--- config.mk ---
export PLATFORM = sky130hd
export DESIGN_NAME = irq_priority_ack_logic
export DESIGN_NICKNAME = d
export VERILOG_FILES = /design/src/irq_ack_pkg.sv /design/src/irq_rank_search.sv /design/src/irq_priority_ack_logic.sv
export SDC_FILE = /design/constraint.sdc
export NUM_CORES = 2
export LEC_CHECK = 0
export BUFFER_PORTS_ARGS = -buffer_cell sky130_fd_sc_hd__buf_2
export CAP_MARGIN = 20
export CELL_PAD_IN_SITES_DETAIL_PLACEMENT = 0
export CELL_PAD_IN_SITES_GLOBAL_PLACEMENT = 1
export CORE_AREA = 2 2 407 409
export CTS_BUF_LIST = sky130_fd_sc_hd__clkbuf_8 sky130_fd_sc_hd__clkbuf_16
export CTS_CLUSTER_SIZE = 40
export DETAILED_ROUTE_END_ITERATION = 16
export DIE_AREA = 0 0 409 411
export PLACE_DENSITY_LB_ADDON = 0.08
export SKIP_LAST_GASP = 1
export SLEW_MARGIN = 0
export SYNTH_ARGS = -nofsm -noshare
export SYNTH_HDL_FRONTEND = slang
export SYNTH_HIERARCHICAL = 1
export SYNTH_SLANG_ARGS = --single-unit
--- constraint.sdc ---
create_clock -name i_clk -period 102.3 [get_ports i_clk]
set_clock_uncertainty 0.1 [all_clocks]
set_input_delay 5.115 -clock i_clk [delete_from_list [all_inputs] [get_ports i_clk]]
set_output_delay 5.115 -clock i_clk [all_outputs]
set_load 0.01 [all_outputs]
--- src/irq_ack_pkg.sv ---
// constants shared by the interrupt rank search and the acknowledge logic
// assumes the controllers, the vector scheme and the acknowledge offsets below
package irq_ack_pkg;

  // ***************************************************
  // sizes
  // ***************************************************
  localparam int CTRL_COUNT = 2;
  localparam int CTRL_IDX_W = 1;
  localparam int SRC_COUNT = 64;
  localparam int FIRST_PROG_SRC = 8;
  localparam int EXT_COUNT = 7;
  localparam int LEVEL_W = 3;
  localparam int PRIO_W = 3;
  localparam int RANK_W = 4;
  localparam int KEY_W = LEVEL_W + RANK_W;
  localparam int SRC_IDX_W = 6;
  localparam int VEC_W = 8;
  localparam int ADDR_W = 12;

  // ***************************************************
  // ranking inside one level
  // ***************************************************
  localparam logic [RANK_W-1:0] MID_RANK = 4'h4;
  localparam logic [PRIO_W-1:0] PRIO_SPLIT = 3'h4;
  localparam logic [RANK_W-1:0] RANK_STEP = 4'h1;
  localparam logic [LEVEL_W-1:0] LEVEL_ANY = 3'h0;

  // ***************************************************
  // acknowledge offsets within peripheral space
  // ***************************************************
  localparam logic [ADDR_W-1:0] GLOBAL_ACK_BASE = 12'hfe0;
  localparam logic [ADDR_W-1:0] GLOBAL_ACK_FIRST = 12'hfe4;
  localparam logic [ADDR_W-1:0] GLOBAL_ACK_LAST = 12'hffc;
  localparam logic [ADDR_W-1:0] CTRL_SW_ACK = 12'h0e0;
  localparam logic [ADDR_W-1:0] CTRL_LVL_ACK_FIRST = 12'h0e4;
  localparam logic [ADDR_W-1:0] CTRL_LVL_ACK_LAST = 12'h0fc;
  localparam int WORD_SHIFT = 2;

  // ***************************************************
  // vectors
  // ***************************************************
  localparam logic [VEC_W-1:0] VEC_BASE = 8'h40;
  localparam logic [VEC_W-1:0] VEC_STRIDE = 8'h40;
  localparam logic [VEC_W-1:0] SPURIOUS_VEC = 8'h18;

  // level carried by an acknowledge offset, counted in words from its base
  function automatic logic [LEVEL_W-1:0] ack_level(input logic [ADDR_W-1:0] addr,
                                                   input logic [ADDR_W-1:0] base);
    logic [ADDR_W-1:0] diff;
    diff = addr - base;
    return diff[WORD_SHIFT +: LEVEL_W];
  endfunction

endpackage

--- src/irq_rank_search.sv ---
// combinational search for the best pending unmasked source of one controller
// assumes pending, mask and field inputs are on the system clock; lines 1-7 come in synchronised
`timescale 1ns/10ps
module irq_rank_search
  import irq_ack_pkg::*;
(
  // source state
  input wire logic [SRC_COUNT-1:0] i_pending,
  input wire logic [SRC_COUNT-1:0] i_masked,
  input wire logic [SRC_COUNT*LEVEL_W-1:0] i_level,
  input wire logic [SRC_COUNT*PRIO_W-1:0] i_rank,
  input wire logic [FIRST_PROG_SRC-1:0] i_ext_line,
  // search scope, LEVEL_ANY searches every level
  input wire logic [LEVEL_W-1:0] i_level_filter,
  // result, key zero means nothing found
  output logic [KEY_W-1:0] o_key,
  output logic [SRC_IDX_W-1:0] o_src
);

  // ***************************************************
  // search
  // ***************************************************

  // ascending scan with strict compare: on a tie the lowest source wins
  always_comb
  begin
    logic [LEVEL_W-1:0] lvl;
    logic [PRIO_W-1:0] prio;
    logic [RANK_W-1:0] rnk;
    logic live;
    logic [KEY_W-1:0] cand;
    lvl = '0;
    prio = '0;
    rnk = '0;
    live = 1'b0;
    cand = '0;
    o_key = '0;
    o_src = '0;
    for (int s = 1; s < SRC_COUNT; s++)
    begin
      if (s < FIRST_PROG_SRC)
      begin
        // external line n sits at the mid-point of level n
        live = i_ext_line[s] & ~i_masked[s]; // RULE1
        lvl = LEVEL_W'(s);
        rnk = MID_RANK; // RULE1
      end
      else
      begin
        live = i_pending[s] & ~i_masked[s];
        lvl = i_level[s*LEVEL_W +: LEVEL_W]; // RULE1
        prio = i_rank[s*PRIO_W +: PRIO_W];
        // upper priorities step over the mid-point slot
        rnk = (prio >= PRIO_SPLIT) ? ({1'b0, prio} + RANK_STEP) : {1'b0, prio}; // RULE1
      end
      // level zero never requests
      if (lvl == LEVEL_ANY)
        live = 1'b0;
      if ((i_level_filter != LEVEL_ANY) && (lvl != i_level_filter))
        live = 1'b0;
      // level in the high bits ranks above any in-level rank
      cand = live ? {lvl, rnk} : '0; // RULE8
      if (cand > o_key)
      begin
        o_key = cand;
        o_src = SRC_IDX_W'(s);
      end
    end
  end

endmodule

--- src/irq_priority_ack_logic.sv ---
// interrupt level/priority ranking and acknowledge read service for all controllers
// assumes one processor acknowledge read at a time on the system clock; pins are asynchronous
//
// Operation
// (RULE1) Sources 8 to 63 take level and in-level priority from their fields, and external line n ranks at the mid-point of level n.
// (RULE2) An acknowledge read is decoded from its address, which carries the acknowledged level.
// (RULE3) Seven global level acknowledge words sit at offsets 0xfe4 to 0xffc, one per level 1 to 7.
// (RULE4) Every controller has its own acknowledge words beside the shared global ones.
// (RULE5) A global level read returns the best unmasked pending vector of that level over all controllers.
// (RULE6) The global space has no software acknowledge word, only the level words decode there.
// (RULE7) A controller's software acknowledge read returns its own best unmasked pending vector at any level.
// (RULE8) A higher level always outranks a lower one, and inside a level the priority field ranks, with the mid-point in place.
`timescale 1ns/10ps
module irq_priority_ack_logic
  import irq_ack_pkg::*;
(
  // clock and reset
  input wire logic i_clk,
  input wire logic i_reset,
  // external request pins, line n on bit n-1, asynchronous
  input wire logic [EXT_COUNT-1:0] i_external_request_line,
  // source state of all controllers, controller c at slice c
  input wire logic [CTRL_COUNT*SRC_COUNT-1:0] i_src_pending,
  input wire logic [CTRL_COUNT*SRC_COUNT-1:0] i_src_masked,
  input wire logic [CTRL_COUNT*SRC_COUNT*LEVEL_W-1:0] i_interrupt_level_field,
  input wire logic [CTRL_COUNT*SRC_COUNT*PRIO_W-1:0] i_within_level_rank,
  // acknowledge read request
  input wire logic i_ack_req,
  input wire logic [CTRL_IDX_W-1:0] i_ack_ctrl,
  input wire logic [ADDR_W-1:0] i_ack_addr,
  // acknowledge answer
  output logic o_ack_valid,
  output logic o_ack_err,
  output logic [VEC_W-1:0] o_ack_vector
);

  // ***************************************************
  // state
  // ***************************************************
  typedef struct packed {
    logic ack_valid;
    logic ack_err;
    logic [VEC_W-1:0] vector;
    logic [EXT_COUNT-1:0] ext_s1;
    logic [EXT_COUNT-1:0] ext_s2;
    logic [EXT_COUNT-1:0] ext_s3;
    logic [EXT_COUNT-1:0] ext_line;
  } state_t;

  state_t state;
  state_t next_state;

  logic is_global;
  logic is_sw;
  logic is_ctrl_lvl;
  logic [LEVEL_W-1:0] level_filter;
  logic [KEY_W-1:0] key [CTRL_COUNT];
  logic [SRC_IDX_W-1:0] src [CTRL_COUNT];
  logic [KEY_W-1:0] best_key;
  logic [SRC_IDX_W-1:0] best_src;
  logic [CTRL_IDX_W-1:0] best_ctrl;

  // ***************************************************
  // address decode
  // ***************************************************

  // the level of the read is taken from its offset
  always_comb
  begin
    is_global = (i_ack_addr >= GLOBAL_ACK_FIRST) && (i_ack_addr <= GLOBAL_ACK_LAST)
                && (i_ack_addr[WORD_SHIFT-1:0] == 2'h0); // RULE3 RULE6
    is_sw = (i_ack_addr == CTRL_SW_ACK); // RULE4
    is_ctrl_lvl = (i_ack_addr >= CTRL_LVL_ACK_FIRST) && (i_ack_addr <= CTRL_LVL_ACK_LAST)
                  && (i_ack_addr[WORD_SHIFT-1:0] == 2'h0); // RULE4
    if (is_global)
      level_filter = ack_level(i_ack_addr, GLOBAL_ACK_BASE); // RULE2
    else if (is_ctrl_lvl)
      level_filter = ack_level(i_ack_addr, CTRL_SW_ACK); // RULE2
    else
      level_filter = LEVEL_ANY; // RULE7
  end

  // ***************************************************
  // per-controller search
  // ***************************************************
  generate
    for (genvar c = 0; c < CTRL_COUNT; c++)
    begin : g_ctrl
      // only controller 0 owns the external lines
      logic [FIRST_PROG_SRC-1:0] ext_in;
      assign ext_in = (c == 0) ? {state.ext_line, 1'b0} : '0;
      irq_rank_search u_search (
        .i_pending(i_src_pending[c*SRC_COUNT +: SRC_COUNT]),
        .i_masked(i_src_masked[c*SRC_COUNT +: SRC_COUNT]),
        .i_level(i_interrupt_level_field[c*SRC_COUNT*LEVEL_W +: SRC_COUNT*LEVEL_W]),
        .i_rank(i_within_level_rank[c*SRC_COUNT*PRIO_W +: SRC_COUNT*PRIO_W]),
        .i_ext_line(ext_in),
        .i_level_filter(level_filter),
        .o_key(key[c]),
        .o_src(src[c])
      );
    end
  endgenerate

  // ***************************************************
  // winner across controllers
  // ***************************************************

  // global reads compare all controllers, lowest controller wins a tie
  always_comb
  begin
    best_key = key[i_ack_ctrl];
    best_src = src[i_ack_ctrl];
    best_ctrl = i_ack_ctrl;
    if (is_global)
    begin
      best_key = '0;
      best_src = '0;
      best_ctrl = '0;
      for (int c = 0; c < CTRL_COUNT; c++)
      begin
        if (key[c] > best_key) // RULE5
        begin
          best_key = key[c];
          best_src = src[c];
          best_ctrl = CTRL_IDX_W'(c);
        end
      end
    end
  end

  // ***************************************************
  // next state
  // ***************************************************

  // pins pass three flops; a change counts once stages two and three agree
  always_comb
  begin
    next_state = state;
    next_state.ext_s1 = i_external_request_line;
    next_state.ext_s2 = state.ext_s1;
    next_state.ext_s3 = state.ext_s2;
    for (int n = 0; n < EXT_COUNT; n++)
    begin
      if (state.ext_s2[n] == state.ext_s3[n])
        next_state.ext_line[n] = state.ext_s3[n];
    end
    next_state.ack_valid = i_ack_req;
    next_state.ack_err = 1'b0;
    if (i_ack_req)
    begin
      if (!(is_global || is_sw || is_ctrl_lvl))
      begin
        // unmapped offset answers with an error, never hangs
        next_state.ack_err = 1'b1;
        next_state.vector = SPURIOUS_VEC;
      end
      else if (best_key == '0)
        next_state.vector = SPURIOUS_VEC;
      else
        next_state.vector = VEC_BASE + VEC_W'(best_ctrl) * VEC_STRIDE + VEC_W'(best_src); // RULE5 RULE7
    end
  end

  // single register stage for all state
  always_ff @(posedge i_clk or posedge i_reset)
  begin
    if (i_reset)
      state <= '0;
    else
      state <= next_state;
  end

  assign o_ack_valid = state.ack_valid;
  assign o_ack_err = state.ack_err;
  assign o_ack_vector = state.vector;
endmodule

==> metrics.yaml <==
yosys:
  synth.avg_cell_area_um2: 6.676
  synth_top_area_frac: 0.2092
  ys_warn_count: 6
  synthArstFlopShare: 1.000
  synth_edf_count: 0
  seq_area_frac_synth: 0.01536
  synth_seq_cells: 38
  synth_common_cells: "ha_1 (1,035), nor2_1 (881), nand2_1 (874)"
  syn_area_um2: 61900
  synthFlopType: "dfrtp_1"
  yosysMostFrequentCell: "ha_1"
  yosys-top-cells-area: "ha_1 (21%), a21oi_1 (5.7%), nor2_1 (5.3%), nand2_1 (5.3%), inv_1 (4.3%)"
  yosys.area.top_type: "ha_1"
  synth_cell_type_count: 143
  postSynthCellCount: 9272
die:
  start_util: 0.3778
  core_area_um2: 163900
  chipWidth_um: 409
  ios: 1057
  fp.dieArea_um2: 168100
  die_y_um: 411
  placementRows: 149
drt:
  viasPerCell: 5.792
  firstDrtPassIters: 5
  drtIter0Drc: 6503
  routed_wl_um: 325800
  wl_per_cell_um: 22.45
  via_count: 84026
  drc: 0
  drtAntennaViolNets: 0
place:
  placement.io_buffers: 942
  gp_congestion: 1.017
  dpl.hpwl_um: 275900
timing:
  final.period_utilization: 0.9664
  drv_slew: 0
  setup_viol: 0
  min_period_ns: 98.86
  slew_headroom: 0.1148
  fmax_mhz: 10.11
  tns_ns: 0
  worst_pin_slew_ns: 1.294
  hold_viol_final: 0
setup_path:
  r2r_slack_ns: 9.27
  ff2ff_path_depth: 539
  startpoint_type: "input port"
  crit_fanout: 8
  worstSetupPathType: "in2reg"
  rr_endpoint: "o_ack_vector[0]$_DFFE_PP0P_"
  rr_startpoint: "g_ctrl[0].ext_in[1]$_DFFE_PP0N_"
  crit_required_ns: 102.37
  worstPathArrival_ns: 98.93
  crit_path_frequent_cell: "buf_4"
  cp-end-kind: "flop"
  slowest_stage: "or4b_1"
  critical_path.max_stage_delay_ns: 0.54
global_routing:
  antenna_found_initial: 160
  grt.total_usage: 0.3574
  grt_max_degree: 146
  grt_overflow: 0
  grt_pass1_vias: 78234
  grt_pass1_wl_um: 468100
worst_hold_path:
  min_from: "next_state[14]$_DFF_PP0_"
  hold_path.class: "reg2reg"
  hold_depth: 0
  min_to: "next_state[7]$_DFF_PP0_"
final_layout:
  synthToLayoutAreaGrowth_pct: 47.24
  drive_gt1_frac: 0.3669
  fin_nets: 14302
cts:
  postCtsHoldBufs: 0
  root_buffer: "clkbuf_16"
  clk-insertion-delay-late_ns: 0.29
  clkSinkCount: 38
  clk_path_buf_depth: 2
  cts_buffers: 5
  cts.reportedPaths.clkPinSlew_ns: 0.05
  htreeDepth: 2
  cts_tree: "done"
job:
  maxCapViolations: 0
status:
  status: "complete, no violations"
-- metrics by stage --
step / instances / hold slack (ns) / area (um2) / worst slack (ns) / utilization
floorplan: 9279 / 0.2312 / 62540 / 0.01390 / -
global placement: 14184 / 0.2363 / 84220 / -4.607 / 0.5139
detailed placement: 14184 / 0.2379 / 84220 / -5.406 / 0.5139
CTS: 14222 / 0.2503 / 85520 / 0.0008598 / 0.5218
global route: 14470 / 0.2535 / 91050 / -0.8244 / 0.5556
finish: 14508 / 0.2472 / 91140 / 3.436 / 0.5562
-- flip-flops by register name, indices dropped and copies added (netlist names) --
| signal | flops |
|---|---|
| next_state | 14 |
| o_ack_vector | 8 |
| g_ctrl.ext_in | 7 |
| state | 7 |
| o_ack_err | 1 |
| o_ack_valid | 1 |
-- final cells by class --
type                       count  area (um2)
timing repair buffer        3281       22530
inverter                     712        2676
sequential                    38       950.9
fill                       16397       72730
antenna                       99       247.7
multi-input combinational   8182       61830
clock inverter                 1       30.03
clock buffer                   6       138.9
tap                         2189        2739
-- worst max path at each step --
stage | start | cells past startpoint | slack [ns] | to
floorplan | i_ack_addr[10] | 544 | 0.01 | o_ack_vector[3]$_DFFE_PP0P_
global placement | i_ack_addr[4] | 522 | -4.61 | o_ack_vector[1]$_DFFE_PP0P_
detailed placement | i_ack_addr[4] | 522 | -5.41 | o_ack_vector[0]$_DFFE_PP0P_
CTS | i_ack_addr[4] | 542 | 0.0009 | o_ack_vector[0]$_DFFE_PP0P_
global route | i_ack_addr[4] | 552 | -0.82 | o_ack_vector[0]$_DFFE_PP0P_
finish | i_ack_addr[4] | 546 | 3.44 | o_ack_vector[0]$_DFFE_PP0P_
-- cells by family (layout without fill, tap and decap cells) --
group | Yosys count | count (layout) | share of synthesized area
flip-flops | 38 | 38 | 0.01536
other | 1 | 107 | 0.00006058
AND/OR/NAND/NOR | 3844 | 3844 | 0.3196
AO/OA/AOI/OAI | 2880 | 2880 | 0.3214
adder cells (fa/ha/maj) | 1042 | 1042 | 0.2103
XOR/XNOR | 211 | 211 | 0.02985
buffers and inverters | 1059 | 4000 | 0.07058
multiplexers | 197 | 197 | 0.03280
-- metal layers --
metal	track usage	part of all wire
met1	0.4489	0.42
met2	0.5937	0.46
met3	0.06526	0.077
met4	0.1565	0.047
met5	0	0.0017
-- placed cells by master (no fill, tap or decap), drive strengths merged, types with 50 or more instances in the layout --
cell and instances:
a2111oi 80, a211oi 83, a21boi 50, a21o 181, a21oi 710, a31oi 121
and2 188, and3 149, and4 57, buf 3280, diode 99, ha 1035
inv 710, mux2i 153, nand2 876, nand2b 173, nand3 313, nand3b 104
nand4 184, nor2 884, nor2b 205, nor3 281, nor4 64, o211ai 71
o21a 142, o21ai 581, o22ai 51, o31ai 69, o32ai 65, or2 97
or3 86, xnor2 67, xor2 144
-- timing repair --
| item | 4_1_cts | 5_1_grt |
|---|---|---|
| gates cloned | 0 | 2 |
| pin swaps | 46 | 398 |
| hold endpoints to repair | 0 | 0 |
| buffers inserted | 31 | 185 |
| setup endpoints to repair | 8 | 8 |
| gates resized for setup | 229 | 931 |
-- critical path: cells and delay by family --
kind / cells / cell delay (ns)
AND/OR/NAND/NOR: 179 / 28.81
multiplexers: 7 / 2.29
adder cells (fa/ha/maj): 60 / 16.07
AO/OA/AOI/OAI: 227 / 36.07
buffers and inverters: 73 / 10.25
Power is not shown: default switching activity piles up to over one toggle a cycle in this logic, so the estimate is an artifact.
